## src/hw/vsk_pkg.sv

```systemverilog
`default_nettype none
package vsk_pkg;
    // Clock rate
    localparam int unsigned CLK_MHZ = 200;
    localparam int unsigned CLK_KHZ = CLK_MHZ * 1000;

    // Feedback sampling period
    localparam int unsigned PERIOD_MS = 48;
    localparam int unsigned PERIOD_CYC = PERIOD_MS * CLK_KHZ;

    // Soft-start timing
    localparam int unsigned SOFT_MS = 12;
    localparam int unsigned SOFT_STEPS = 4;
    localparam int unsigned SOFT_STEP_CYC = SOFT_MS * CLK_KHZ / SOFT_STEPS;
    localparam logic [1:0] SOFT_STEP_FIRST = 2'h0;
    localparam logic [1:0] SOFT_STEP_LAST = 2'h3;
    localparam int unsigned CS_LIMIT_FIRST_MV = 320;
    localparam int unsigned CS_LIMIT_FINAL_MV = 1000;

    // Switch-on timing, plain defaults
    localparam int unsigned RING_NS = 2500;
    localparam int unsigned RING_CYC = (RING_NS * CLK_MHZ + 999) / 1000;
    localparam int unsigned MAX_OFF_US = 50;
    localparam int unsigned MAX_OFF_CYC = MAX_OFF_US * CLK_MHZ;

    // Valley-skip counter limits and valley counter maximum
    localparam logic [2:0] SKIP_MIN = 3'h1;
    localparam logic [2:0] SKIP_MAX = 3'h7;
    localparam logic [2:0] SKIP_RESET = 3'h1;
    localparam logic [2:0] VALLEY_MAX = 3'h7;

    // Comparator results, high while the named level is exceeded
    typedef struct packed {
        logic supply_on;
        logic line_high;
        logic fb_low_lo_line;
        logic fb_low_hi_line;
        logic fb_high_lo_line;
        logic fb_high_hi_line;
        logic fb_reset;
        logic valley_sense;
        logic switch_off;
    } vsk_cmp_type;

    typedef enum logic [2:0] {
        ST_OFF  = 3'h1,
        ST_SOFT = 3'h2,
        ST_RUN  = 3'h4
    } vsk_state_type;
endpackage
`default_nettype wire

```

## src/hw/vsk_sync.sv

```systemverilog
`default_nettype none
module vsk_sync
    import vsk_pkg::*;
#(
    parameter int WIDTH = 1
) (
    // Clock and reset
    input wire logic clk_sys,
    input wire logic rst_b,
    // Data
    input wire logic [WIDTH-1:0] din,
    output logic [WIDTH-1:0] dout
);
    logic [WIDTH-1:0] stage1;

    always_ff @(posedge clk_sys or negedge rst_b)
    begin
        if (!rst_b)
        begin
            stage1 <= '0;
            dout <= '0;
        end
        else
        begin
            stage1 <= din;
            dout <= stage1;
        end
    end
endmodule
`default_nettype wire

```

## src/hw/vsk_valley_skip.sv

```systemverilog
// Contract
// RULE_01: Evaluate feedback every 48 ms period
// RULE_02: Always below low: increment, max 7
// RULE_03: Above low, never high: hold value
// RULE_04: Above high, never reset: decrement, min 1
// RULE_05: Above reset threshold: force counter to 1
// RULE_06: Counter stays within 1 to 7
// RULE_07: Load counter with 1 at start-up
// RULE_08: Counter is valleys skipped before switch-on
// RULE_09: Low/high thresholds chosen by line level
// RULE_10: Soft-start 12 ms in four steps
// RULE_11: Current limit steps 0.32 V to 1 V
// RULE_12: Supply on: cell off, start soft-start
// RULE_13: Valleys turn on, comparator turns off
// RULE_14: Valley count 0..7, cleared at gate high
// RULE_15: After ringing time, on when count reached
// RULE_16: Max off time forces switch-on
// RULE_17: Synchronise comparators, sticky flags per period
`default_nettype none
module vsk_valley_skip
    import vsk_pkg::*;
#(
    parameter int unsigned P_PERIOD_CYC = PERIOD_CYC,
    parameter int unsigned P_SOFT_STEP_CYC = SOFT_STEP_CYC,
    parameter int unsigned P_MAX_OFF_CYC = MAX_OFF_CYC
) (
    // Clock and reset
    input wire logic clk_sys,
    input wire logic rst_b,
    // Comparator results
    input wire vsk_cmp_type cmp_in,
    // Switch and start-up control
    output logic gate_drive,
    output logic startup_cell_en,
    output logic soft_start_active,
    output logic [1:0] cs_limit_step,
    // Observed counters
    output logic [2:0] skip_count,
    output logic [2:0] valley_count
);
    function automatic logic pick_line(input logic lo_line, input logic hi_line,
                                       input logic line_high);
        pick_line = line_high ? hi_line : lo_line;
    endfunction

    vsk_cmp_type cmp;
    vsk_state_type state;
    logic [31:0] period_cnt;
    logic [31:0] soft_cnt;
    logic [31:0] off_cnt;
    logic saw_low;
    logic saw_high;
    logic saw_reset;
    logic valley_prev;
    logic above_low;
    logic above_high;
    logic eff_low;
    logic eff_high;
    logic eff_reset;
    logic period_end;
    logic running;
    logic valley_fall;
    logic turn_on;

    vsk_sync #(.WIDTH($bits(vsk_cmp_type))) u_sync (
        .clk_sys(clk_sys),
        .rst_b(rst_b),
        .din(cmp_in),
        .dout(cmp)
    ); // RULE_17

    assign above_low = pick_line(cmp.fb_low_lo_line, cmp.fb_low_hi_line, cmp.line_high); // RULE_09
    assign above_high = pick_line(cmp.fb_high_lo_line, cmp.fb_high_hi_line,
                                  cmp.line_high); // RULE_09
    assign eff_low = saw_low | above_low;
    assign eff_high = saw_high | above_high;
    assign eff_reset = saw_reset | cmp.fb_reset;
    assign running = (state != ST_OFF) && cmp.supply_on;
    assign period_end = running && (period_cnt == 32'(P_PERIOD_CYC - 1)); // RULE_01
    assign valley_fall = valley_prev && !cmp.valley_sense;
    // Ringing window first, then either enough valleys or the off-time watchdog
    assign turn_on = running && !gate_drive && !cmp.switch_off
                     && (off_cnt >= 32'(RING_CYC))
                     && ((valley_count >= skip_count)
                         || (off_cnt >= 32'(P_MAX_OFF_CYC - 1))); // RULE_15 RULE_16 RULE_08

    // Supply sequencing
    always_ff @(posedge clk_sys or negedge rst_b)
    begin
        if (!rst_b)
        begin
            state <= ST_OFF;
            soft_cnt <= 32'h0;
            cs_limit_step <= SOFT_STEP_FIRST;
            soft_start_active <= 1'b0;
            startup_cell_en <= 1'b1;
        end
        else if (!cmp.supply_on)
        begin
            state <= ST_OFF;
            soft_cnt <= 32'h0;
            cs_limit_step <= SOFT_STEP_FIRST;
            soft_start_active <= 1'b0;
            startup_cell_en <= 1'b1;
        end
        else
        begin
            unique case (state)
                ST_OFF:
                begin
                    state <= ST_SOFT; // RULE_12
                    startup_cell_en <= 1'b0; // RULE_12
                    soft_start_active <= 1'b1;
                    cs_limit_step <= SOFT_STEP_FIRST; // RULE_11
                    soft_cnt <= 32'h0;
                end
                ST_SOFT:
                begin
                    if (soft_cnt == 32'(P_SOFT_STEP_CYC - 1))
                    begin
                        soft_cnt <= 32'h0;
                        if (cs_limit_step == SOFT_STEP_LAST)
                        begin
                            state <= ST_RUN; // RULE_10
                            soft_start_active <= 1'b0;
                        end
                        else
                        begin
                            cs_limit_step <= cs_limit_step + 2'h1; // RULE_11
                        end
                    end
                    else
                    begin
                        soft_cnt <= soft_cnt + 32'h1; // RULE_10
                    end
                end
                ST_RUN:
                begin
                    cs_limit_step <= SOFT_STEP_LAST;
                end
            endcase
        end
    end

    // Sampling period and sticky comparator flags
    always_ff @(posedge clk_sys or negedge rst_b)
    begin
        if (!rst_b)
        begin
            period_cnt <= 32'h0;
            saw_low <= 1'b0;
            saw_high <= 1'b0;
            saw_reset <= 1'b0;
        end
        else if (!running)
        begin
            period_cnt <= 32'h0;
            saw_low <= 1'b0;
            saw_high <= 1'b0;
            saw_reset <= 1'b0;
        end
        else if (period_end)
        begin
            // Flags restart empty; an event on the boundary itself was already used
            period_cnt <= 32'h0;
            saw_low <= 1'b0; // RULE_17
            saw_high <= 1'b0;
            saw_reset <= 1'b0;
        end
        else
        begin
            period_cnt <= period_cnt + 32'h1;
            saw_low <= eff_low; // RULE_17
            saw_high <= eff_high;
            saw_reset <= eff_reset;
        end
    end

    // Valley-skip counter
    always_ff @(posedge clk_sys or negedge rst_b)
    begin
        if (!rst_b)
        begin
            skip_count <= SKIP_RESET;
        end
        else if (!running)
        begin
            skip_count <= SKIP_RESET; // RULE_07
        end
        else if (cmp.fb_reset)
        begin
            skip_count <= SKIP_RESET; // RULE_05
        end
        else if (period_end)
        begin
            if (eff_reset)
            begin
                skip_count <= SKIP_RESET; // RULE_05
            end
            else if (eff_high)
            begin
                if (skip_count > SKIP_MIN)
                begin
                    skip_count <= skip_count - 3'h1; // RULE_04 RULE_06
                end
            end
            else if (!eff_low) // RULE_03
            begin
                if (skip_count < SKIP_MAX)
                begin
                    skip_count <= skip_count + 3'h1; // RULE_02 RULE_06
                end
            end
        end
    end

    // Gate drive, valley counting and off-time
    always_ff @(posedge clk_sys or negedge rst_b)
    begin
        if (!rst_b)
        begin
            gate_drive <= 1'b0;
            valley_count <= 3'h0;
            off_cnt <= 32'h0;
            valley_prev <= 1'b0;
        end
        else
        begin
            valley_prev <= cmp.valley_sense;
            if (!running)
            begin
                gate_drive <= 1'b0;
                valley_count <= 3'h0;
                off_cnt <= 32'h0;
            end
            else if (gate_drive)
            begin
                off_cnt <= 32'h0;
                valley_count <= 3'h0;
                if (cmp.switch_off)
                begin
                    gate_drive <= 1'b0; // RULE_13
                end
            end
            else if (turn_on)
            begin
                gate_drive <= 1'b1; // RULE_13
                valley_count <= 3'h0; // RULE_14
                off_cnt <= 32'h0;
            end
            else
            begin
                if (off_cnt < 32'(P_MAX_OFF_CYC - 1))
                begin
                    off_cnt <= off_cnt + 32'h1;
                end
                if (valley_fall && valley_count < VALLEY_MAX)
                begin
                    valley_count <= valley_count + 3'h1; // RULE_14
                end
            end
        end
    end

    AST_SKIP_RANGE: assert property (@(posedge clk_sys) disable iff (!rst_b) // RULE_06
        skip_count >= SKIP_MIN && skip_count <= SKIP_MAX)
        else $error("skip counter out of range");
    AST_INC: assert property (@(posedge clk_sys) disable iff (!rst_b) // RULE_02
        period_end && cmp.supply_on && !eff_low && !eff_high && !eff_reset
        && skip_count < SKIP_MAX |=> skip_count == $past(skip_count) + 3'h1)
        else $error("skip counter did not increment");
    AST_HOLD: assert property (@(posedge clk_sys) disable iff (!rst_b) // RULE_03
        period_end && cmp.supply_on && eff_low && !eff_high && !eff_reset
        |=> $stable(skip_count))
        else $error("skip counter changed on hold");
    AST_DEC: assert property (@(posedge clk_sys) disable iff (!rst_b) // RULE_04
        period_end && cmp.supply_on && eff_high && !eff_reset && skip_count > SKIP_MIN
        |=> skip_count == $past(skip_count) - 3'h1)
        else $error("skip counter did not decrement");
    AST_FORCE: assert property (@(posedge clk_sys) disable iff (!rst_b) // RULE_05
        cmp.fb_reset |=> skip_count == SKIP_RESET)
        else $error("skip counter not forced to one");
    AST_MID_PERIOD: assert property (@(posedge clk_sys) disable iff (!rst_b) // RULE_01
        running && cmp.supply_on && !period_end && !cmp.fb_reset |=> $stable(skip_count))
        else $error("skip counter moved inside a period");
    AST_STARTUP: assert property (@(posedge clk_sys) disable iff (!rst_b) // RULE_07
        state == ST_OFF |-> skip_count == SKIP_RESET)
        else $error("skip counter not one at start-up");
    AST_VALLEY_CLEAR: assert property (@(posedge clk_sys) disable iff (!rst_b) // RULE_14
        $rose(gate_drive) |-> valley_count == 3'h0)
        else $error("valley count not cleared at switch-on");
    AST_RING: assert property (@(posedge clk_sys) disable iff (!rst_b) // RULE_15
        !gate_drive && off_cnt < 32'(RING_CYC) |=> !gate_drive)
        else $error("switch-on inside ringing window");
    AST_SOFT_FIRST: assert property (@(posedge clk_sys) disable iff (!rst_b) // RULE_11
        $rose(soft_start_active) |-> cs_limit_step == SOFT_STEP_FIRST && !startup_cell_en)
        else $error("soft-start did not begin at first step");
    AST_CELL: assert property (@(posedge clk_sys) disable iff (!rst_b) // RULE_12
        startup_cell_en |-> !gate_drive && !soft_start_active)
        else $error("switching while start-up cell is on");
endmodule
`default_nettype wire

```

## config.mk

```make
export PLATFORM = sky130hd
export DESIGN_NAME = vsk_valley_skip
export DESIGN_NICKNAME = d
export VERILOG_FILES = /design/src/hw/vsk_pkg.sv /design/src/hw/vsk_sync.sv /design/src/hw/vsk_valley_skip.sv
export SDC_FILE = /design/constraint.sdc
export NUM_CORES = 1
export LEC_CHECK = 0
export BUFFER_PORTS_ARGS = -buffer_cell sky130_fd_sc_hd__buf_4
export CORE_MARGIN = 2
export CORE_UTILIZATION = 30
export DETAILED_ROUTE_END_ITERATION = 12
export GPL_TIMING_DRIVEN = 0
export PLACE_DENSITY_LB_ADDON = 0.2
export SLEW_MARGIN = 30
export SYNTH_ARGS = -nofsm -noshare
export SYNTH_HDL_FRONTEND = slang
export SYNTH_SLANG_ARGS = --single-unit
```

## constraint.sdc

```tcl
create_clock -name clk_sys -period 2.1 [get_ports clk_sys]
set_input_delay 0.21 -clock clk_sys [delete_from_list [all_inputs] [get_ports clk_sys]]
set_output_delay 0.21 -clock clk_sys [all_outputs]
set_load 0.05 [all_outputs]
```

# Word-level counts from Yosys, hierarchy flattened
# Cells that the tools add are included.
dict set report totals {
  ff_bits 132
  in_bits 11
  output_inout_bits 11
  word_cells 113
}
dict set report classes {
  n_addsub 7
  magnitude_cmp 7
  n_eq_ne 18
  mux 47
  n_bitwise 3
  reduce_logical 15
}
# op count
set op_table {}
lappend op_table {{$mux W32} 8}
lappend op_table {{$add A32 B1 Y32 const B} 3}
lappend op_table {{$pmux W32 S2} 1}
lappend op_table {{$mux W3} 15}
lappend op_table {{$eq A32 B20 Y1 const B} 1}
lappend op_table {{$eq A32 B24 Y1 const B} 1}
lappend op_table {{$ge A32 B14 Y1 const B} 1}
lappend op_table {{$ge A32 B9 Y1 const B} 1}
lappend op_table {{$lt A32 B14 Y1 const B} 1}
lappend op_table {{$mux W1} 17}
lappend op_table {{$ne A3 B3 Y1 const B} 4}
lappend op_table {{$ne A5 B3 Y1 const B} 2}
lappend op_table {{$logic_and A1 B1 Y1} 8}
lappend op_table {{$ne A4 B2 Y1 const B} 2}
lappend op_table {{$add A3 B1 Y3 const B} 2}
lappend op_table {{$lt A3 B3 Y1 const B} 2}
lappend op_table {{$mux W2} 3}
lappend op_table {{$pmux W2 S3} 1}
lappend op_table {{$pmux W3 S2} 1}
lappend op_table {{$ne A5 B4 Y1 const B} 1}
lappend op_table {{$reduce_and A4 Y1} 1}
lappend op_table {{$eq A3 B1 Y1 const B} 1}
lappend op_table {{$eq A3 B2 Y1 const B} 1}
lappend op_table {{$eq A3 B3 Y1 const B} 1}
lappend op_table {{other kinds (14)} 18}

# Longest topological paths before layout
# Gate-level depths: netlist (run 1).
dict set report logic_depth {
  word_depth 9
  mapped_depth 9
  ltp_nobuf 8
}

# Cells and area by module
# Synthesis (run 1) repeated with hierarchy kept, for this count alone.
dict set report hier_totals {
  cells_unflattened 636
  area_unflattened_um2 6506.2
}
# module n_inst cells_each area_per_inst_um2 seq_area_each_um2
set by_module_without_submodules {}
lappend by_module_without_submodules {vsk_valley_skip 1 618 6055.8 2831.5}
lappend by_module_without_submodules {vsk_sync 1 18 450.4 450.4}

# Least setup slack after synthesis (run 1)
# Ideal clock, no wire load.
dict set report synth_timing {
  path_kind {flip-flop to flip-flop}
  startpoint {register valley_count[0]}
  endpoint {register valley_count[1]}
  setup_ps 73
  arrival_time_ps 2169
  required_ps 2027
  slack_ps -141
  path_stages_with_launch 10
  n_path_buf 1
  synth_period_minus_slack_ps 2241
  path_cell_list {dfrtp_1 > inv_1 > ha_1 > nand2b_1 > a21oi_1 > nor2b_1 > o311ai_4 > nand2_2 > buf_2 > nor2_1}
}
dict set report synth_via {
  elab_chain_len 6
  elab_cells_between_ends 11
  classes_between {add/sub: 1; order compare: 2; eq/ne: 1; mux: 4; reduce/logical: 3}
}
# item line
set synth_rtl {}
lappend synth_rtl {{start: declaration} vsk_valley_skip.sv:39} ;# output logic [2:0] valley_count
lappend synth_rtl {{start signal: assignment} vsk_valley_skip.sv:259} ;# valley_count <= valley_count + 3'h1;
lappend synth_rtl {{$ge A3 B3 Y1} vsk_valley_skip.sv:84} ;# && ((valley_count >= skip_count)
lappend synth_rtl {{$logic_or A1 B1 Y1} vsk_valley_skip.sv:85} ;# || (off_cnt >= 32'(P_MAX_OFF_CYC - 1)));
lappend synth_rtl {{$logic_and A1 B1 Y1} vsk_valley_skip.sv:84}
lappend synth_rtl {{$mux W3} vsk_valley_skip.sv:245} ;# else if (turn_on)
lappend synth_rtl {{$mux W3} vsk_valley_skip.sv:236} ;# else if (gate_drive)
lappend synth_rtl {{$mux W3} vsk_valley_skip.sv:230} ;# if (!running)
# Parallel ways exist; a longest one is shown, timed or not. The select of a mux whose other input is x is not followed.
# A chain may end at the register's enable or synchronous reset.

# Worst setup path after layout (run 1)
dict set report layout_timing {
  startpoint {register skip_count[0]}
  endpoint {register off_cnt[12]}
}
dict set report layout_via {
  elab_chain_len 6
  elab_cells_between_ends 7
  classes_between {order compare: 1; eq/ne: 1; mux: 3; reduce/logical: 2}
}
# item line
set layout_rtl {}
lappend layout_rtl {{start: declaration} vsk_valley_skip.sv:38} ;# output logic [2:0] skip_count,
lappend layout_rtl {{start signal: assignment} vsk_valley_skip.sv:204} ;# skip_count <= skip_count - 3'h1;
lappend layout_rtl {{start signal: assignment} vsk_valley_skip.sv:211} ;# skip_count <= skip_count + 3'h1;
lappend layout_rtl {{$ge A3 B3 Y1 (*)} vsk_valley_skip.sv:84}
lappend layout_rtl {{$logic_or A1 B1 Y1 (*)} vsk_valley_skip.sv:85}
lappend layout_rtl {{$logic_and A1 B1 Y1 (*)} vsk_valley_skip.sv:84}
lappend layout_rtl {{$mux W32} vsk_valley_skip.sv:245}
lappend layout_rtl {{$mux W32} vsk_valley_skip.sv:236}
lappend layout_rtl {{$mux W32} vsk_valley_skip.sv:230}
lappend layout_rtl {{end signal: assignment} vsk_valley_skip.sv:255} ;# off_cnt <= off_cnt + 32'h1;
lappend layout_rtl {{end: declaration} vsk_valley_skip.sv:50} ;# logic [31:0] off_cnt;
# Every way passes the cells marked *; elsewhere a longest branch is shown, timed or not.

==> out/results.ini, run 1 <==
[finish]
fin_util_pct = 40.0
fillers = 1893
nets = 689
final_cell_mix = 121 x dfrtp_1, 81 x nor2_1, 47 x buf_4
layout-drive-gt1-share_pct = 24.4
area_growth_pct = 31.9
num_antenna_cells = 0
layout_commonest_cell = dfrtp_1

[routing]
via_count = 4536
drc = 0
wl_per_cell_um = 13.9
dr.pass1.iters = 4
wl_mm = 13.2
vias_per_cell = 4.78
ant_nets = 0
drt_iter0_markers = 230

[hold_path]
hp-class = primary input to asynchronous set/reset pin

[setup_path]
arrival_ps = 2420
endpoint_kind = flop
cp-start-kind = flop
ff2ff_path_depth = 9
r2r_slack_ps = 40
r2r_end = off_cnt[12]
criticalPathCategory = flop to flop
r2r-start = skip_count[0]
crit_path_max_fanout = 5
cp.required_ps = 2450

[logic_synthesis]
synth_edf_count = 0
synth_top_cell_area_share_pct = 52.6
syn_avg_cell_area_sq_um = 10.4
syn_inst = 588
ys.flop_type = dfrtp_1
synth.area.top_cells = dfrtp_1 53%, nor2_1 5.8%, xnor2_1 5.8%
syn_nets = 611
yosysTopAreaCell = dfrtp_1
syn_area_sq_um = 6090
async_reset_ff_share_pct = 100
ys_seq_elements = 131
seq_area_frac_synth_pct = 53.9
yosysWarnings = 0
yosysUniqueCellTypes = 55

[grt]
antenna_found_initial = 0
grt_use_met2_pct = 20.2
use_met3_pct = 3.16
grt_max_degree = 83
grt_use_total_pct = 12.6
use_met1_pct = 16.7
top_usage_layer = met2
grt_first_pass_wirelength_mm = 21.8
gr-total-overflow = 0
grt_pass1_vias = 4457

[timing]
rsz0062_at_grt = yes
fin_crit_sh_pct = 98.3
setup_violations = 0
clock.fmax_mhz = 484
fin_crit_ps = 2060
timing.slew.headroom_pct = 53.2
whs_ps = 283
skew_ps = 8.94
worstMarginPinSlew_ps = 698
hold_viol_final = 0
drv_slew = 0

[placement]
io_buffer_count = 21
globalplace.congestion = 0.799
dp_hpwl_mm = 8.32

[clock_tree]
ctsRootBufferMaster = clkbuf_16
cts_sinks = 131
cts_buffer_depth = 2
clock_latency_ps = 420
htree_levels = 4
cts_made_buffers = 17
cts_tree = built
clk_pin_slew_ps = 60

[floorplanning]
ioPinCount = 22
die_area_sq_um = 21500
die_h_um = 146
coreArea_sq_um = 20100
num_rows = 52
initial_core_util_pct = 30.3
die_w_um = 146

[flow_run]
cap_violations = 0

[power]
p_total_mw = 6.10
powerDensity_nw_per_um2 = 760
ir_worst_vdd_uv = 552
p_leak_nw = 3.40

[outcome]
status = finished, final reports clean

cells by family after synthesis:
logic type / after synthesis / share of synthesized area (%)
AND/OR/NAND/NOR: 290 / 24.7
flip-flops: 131 / 53.9
XOR/XNOR: 68 / 9.78
AO/OA/AOI/OAI: 52 / 6.49
buffers and inverters: 33 / 2.32
adder cells (fa/ha/maj): 12 / 2.47
multiplexers: 2 / 0.329
per-stage QoR:
stage / cells / TNS (ps) / setup slack (ps) / area, sq um
after global placement: 879 / -17560 / -390 / 6600
after detailed placement: 880 / -21880 / -469 / 6630
after CTS: 932 / 0 / 7.74 / 7550
final: 949 / 0 / 35.2 / 8040
after global routing: 949 / -559 / -88.7 / 8040
after floorplan: 588 / -0.250 / -0.250 / 6100
registers in the layout, summed over array words and instances, names as in the netlist, 2 cells and up:
register,flops
period_cnt,32
state,2
soft_cnt,32
valley_count,3
cs_limit_step,2
u_sync.dout,9
off_cnt,32
u_sync.stage1,9
skip_count,3
worst max-delay path, stage by stage (launching register included):
cell and delay (ps):
dfstp_4 620, ha_4 190, nand2b_4 140, a21oi_4 140, nor2b_4 70, o311ai_4 310, buf_12 160, nand2_4 90
clkbuf_16 190, nor2_4 90
worst max path at each step:
stage	start	end	slack (ps)	cells after the start
after floorplan	skip_count[0]	valley_count[1]	-0.2	8
after global placement	soft_cnt[11]	soft_cnt[27]	-390	7
after detailed placement	soft_cnt[11]	soft_cnt[27]	-470	7
after CTS	period_cnt[0]	skip_count[2]	8	8
after global routing	off_cnt[7]	off_cnt[8]	-90	7
final	skip_count[0]	off_cnt[12]	40	9
routing by layer:
layer  wire [um]  vias up
li1            -     2214
met2        6370       56
met4         229        0
met5           0        -
met3         381       20
met1        6230     2246
cells in the mapped netlist (all sizes together), types with 2 or more instances:
library cell,number
nand3,29
and2,4
o211ai,2
dfrtp,128
clkbuf,9
ha,12
dfstp,3
nor3b,3
o311ai,2
nor3,15
xor2,28
a21o,4
and3,32
nand2b,6
nor4b,4
mux2i,2
or3,5
or4,2
a31oi,2
inv,16
a21oi,9
nand2,36
o21a,4
nand4,19
o31ai,2
nor2b,8
o21ai,15
nor2,94
buf,8
and4,7
xnor2,40
a211oi,7
nor4,22
power by group:
part           switching [mW]  internal, mW  leakage [nW]
Combinational           0.265         0.191          1.37
Clock                    1.17          1.87         0.278
Sequential             0.0359          2.57          1.76
Total                    1.47          4.63          3.40
area by class of cell:
| class | instances | area (sq um) | area share (%) |
|---|---|---|---|
| Tap cell | 270 | 338 | 4.20 |
| Sequential cell | 131 | 3290 | 41.0 |
| Multi-Input combinational cell | 424 | 3040 | 37.9 |
| Clock inverter | 15 | 184 | 2.29 |
| Clock buffer | 17 | 425 | 5.29 |
| Timing Repair Buffer | 62 | 573 | 7.13 |
| Buffer | 14 | 116 | 1.45 |
| Inverter | 16 | 60.1 | 0.747 |
timing repair:
action | CTS | global route
setup buffers | 11 | 17
gates cloned | 0 | 2
pin swaps | 8 | 29
resized for setup | 23 | 74
endpoints found under the setup margin | 94 | 85
hold buffers | 10 | 0
hold endpoints to repair | 57 | 0
(Power assumes the default switching activity.)
==> inputs of run 2 (changes only) <==
--- a/config.mk
+++ b/config.mk
@@ -6,8 +6,10 @@
 export NUM_CORES = 1
 export LEC_CHECK = 0
 export BUFFER_PORTS_ARGS = -buffer_cell sky130_fd_sc_hd__buf_4
+export CORE_ASPECT_RATIO = 1.2
 export CORE_MARGIN = 2
 export CORE_UTILIZATION = 30
+export CTS_CLUSTER_DIAMETER = 40
 export DETAILED_ROUTE_END_ITERATION = 12
 export GPL_TIMING_DRIVEN = 0
 export PLACE_DENSITY_LB_ADDON = 0.2
==> run 2 against run 1 <==
Critical path depth did not move. Combinational power fell by 11%. Routed wire length fell by 3.0%. Core utilization fell by 0.74 points. Fmax rose by 0.20%. Clock skew barely moved. Sequential cell count did not move. Register-to-register slack barely moved. Sequential power barely moved. Non-clock buffer count fell by 3. Largest cell class unchanged.
==> out/results.ini, run 2 (synthesis gave the netlist of run 1 again) <==
[outcome]
status = finished, final reports clean  ; unchanged

[placement]
place_ws_ps = -340  ; was -469 ps
io_buffer_count = 21  ; unchanged
globalplace.congestion = 0.794  ; was 0.799
dpl-instance-area_sq_um = 6630  ; about the same
dp_hpwl_mm = 8.36  ; was 8.32 mm

[setup_path]
crit_path_max_fanout = 5  ; unchanged
arrival_ps = 2410  ; was 2420 ps
cp-start-kind = flop  ; unchanged
criticalPathCategory = flop to flop  ; unchanged
cp.required_ps = 2450  ; about the same
crit_start = skip_count[0]  ; unchanged
endpoint_kind = flop  ; unchanged
r2r-start = skip_count[0]  ; unchanged

[routing]
dr.pass1.iters = 4  ; unchanged
ant_nets = 0  ; unchanged
drt_iter0_markers = 197  ; was 230
drc = 0  ; unchanged
wl_mm = 12.8  ; was 13.2 mm
via_count = 4525  ; was 4,536
vias_per_cell = 4.81  ; was 4.78
wl_per_cell_um = 13.6  ; was 13.9 um

[floorplanning]
initial_core_util_pct = 30.3  ; about the same
die_h_um = 160  ; was 146 um
die_w_um = 134  ; was 146 um
ioPinCount = 22  ; unchanged
die_area_sq_um = 21500  ; about the same
num_rows = 57  ; was 52
coreArea_sq_um = 20100  ; about the same

[timing]
timing.slew.headroom_pct = 55.9  ; was 53.2%
rsz0062_at_grt = yes  ; unchanged
hold_viol_final = 0  ; unchanged
fin_crit_sh_pct = 98.1  ; was 98.3%
skew_ps = 9.07  ; was 8.94 ps
fin_ws_ps = 39.4  ; was 35.2 ps
clock.fmax_mhz = 485  ; was 484 MHz
setup_violations = 0  ; unchanged
drv_slew = 0  ; unchanged
fin_crit_ps = 2060  ; about the same
worstMarginPinSlew_ps = 658  ; was 698 ps

[finish]
fillers = 1990  ; was 1,893
reg_top3 = off_cnt x32, period_cnt x32, soft_cnt x32  ; unchanged
final_cell_mix = 119 x dfrtp_1, 92 x nor2_1, 46 x buf_4  ; was 121 x dfrtp_1, 81 x nor2_1, 47 x buf_4
nets = 686  ; was 689
final_area_sq_um = 7890  ; was 8040 sq um
layout_commonest_cell = dfrtp_1  ; unchanged
num_antenna_cells = 0  ; unchanged
layout-drive-gt1-share_pct = 22.6  ; was 24.4%
area_growth_pct = 29.6  ; was 31.9%

[grt]
grt_first_pass_wirelength_mm = 22.0  ; was 21.8 mm
grt_pass1_vias = 4547  ; was 4,457
grt_max_degree = 88  ; was 83
grt_use_total_pct = 12.7  ; was 12.6%
gr-total-overflow = 0  ; unchanged
antenna_found_initial = 0  ; unchanged

[flow_run]
cap_violations = 0  ; unchanged

[clock_tree]
cts_tree = built  ; unchanged
cts_buffer_depth = 2  ; unchanged
cts_made_buffers = 17  ; unchanged
htree_levels = 4  ; unchanged
cts_sinks = 131  ; unchanged
ctsRootBufferMaster = clkbuf_16  ; unchanged
clk_pin_slew_ps = 60  ; about the same
clock_latency_ps = 420  ; about the same

[power]
powerDensity_nw_per_um2 = 778  ; was 760 nW/um^2
ir_worst_vdd_uv = 531  ; was 552 uV
p_leak_nw = 3.40  ; about the same

[hold_path]
hp-class = primary input to asynchronous set/reset pin  ; unchanged

[run 2: metal layers]
layer	GRT usage [%]	routed length [um]	vias to the layer above
met4	5.26	221	0
li1	-	-	2202
met1	16.0	5830	2239
met2	20.9	6350	66
met5	0	0	-
met3	3.08	432	18
[run 2: stage by stage]
stage                     TNS, ps  cells  total power [mW]  hold slack [ps]  util, %
after floorplan            -0.250    588              2.83            -85.6        -
after global placement     -18120    874              2.96              320     32.8
after detailed placement   -19810    875              2.98              130     33.0
after CTS                       0    930              6.18              294     37.6
after global routing         -271    941              6.39              323     39.2
final                           0    941              6.14              293     39.2
[run 2: where the power goes]
group          switching, mW  internal [mW]  total [mW]  leakage [nW]
registers             0.0357           2.57        2.61          1.75
clock network           1.11           2.01        3.12         0.299
logic                  0.241          0.163       0.405          1.34
[run 2: layout make-up]
type	count	area, sq um	area share [%]
clock buffer	19	443	5.61
sequential	131	3300	41.8
clock inverter	13	184	2.33
buffer	15	111	1.41
inverter	16	60.1	0.761
tap	265	332	4.20
timing repair buffer	58	513	6.50
multi-input combinational	424	2950	37.4
[run 2: critical path: stages, from the launching register on]
cell       delay, ps
dfstp_4          640
ha_4             200
nand2b_4         130
a21oi_2          120
nor2b_2           70
o311ai_4         290
buf_6            170
nand2_8           70
clkbuf_16        190
nor2_1           100
[run 2: worst paths after layout]
| path | to | slack (ps) | cells past startpoint |
|---|---|---|---|
| max reg2reg | off_cnt[6] | 40 | 9 |
| min reg2reg | u_sync.dout[1] | 340 | 0 |
| max | off_cnt[6] | 40 | 9 |
| min in group clk_sys | u_sync.dout[1] | 340 | 0 |
| min | off_cnt[18] | 290 | 2 |
| max in group asynchronous | startup_cell_en | 1050 | 3 |
[run 2: repair_timing]
item / 4_1_cts / 5_1_grt
endpoints found under the setup margin: 91 / 68
pin swaps: 8 / 8
setup buffers: 14 / 10
resized for setup: 25 / 49
cloned: 1 / 1
endpoints found under the hold margin: 53 / 0
hold buffers: 10 / 0
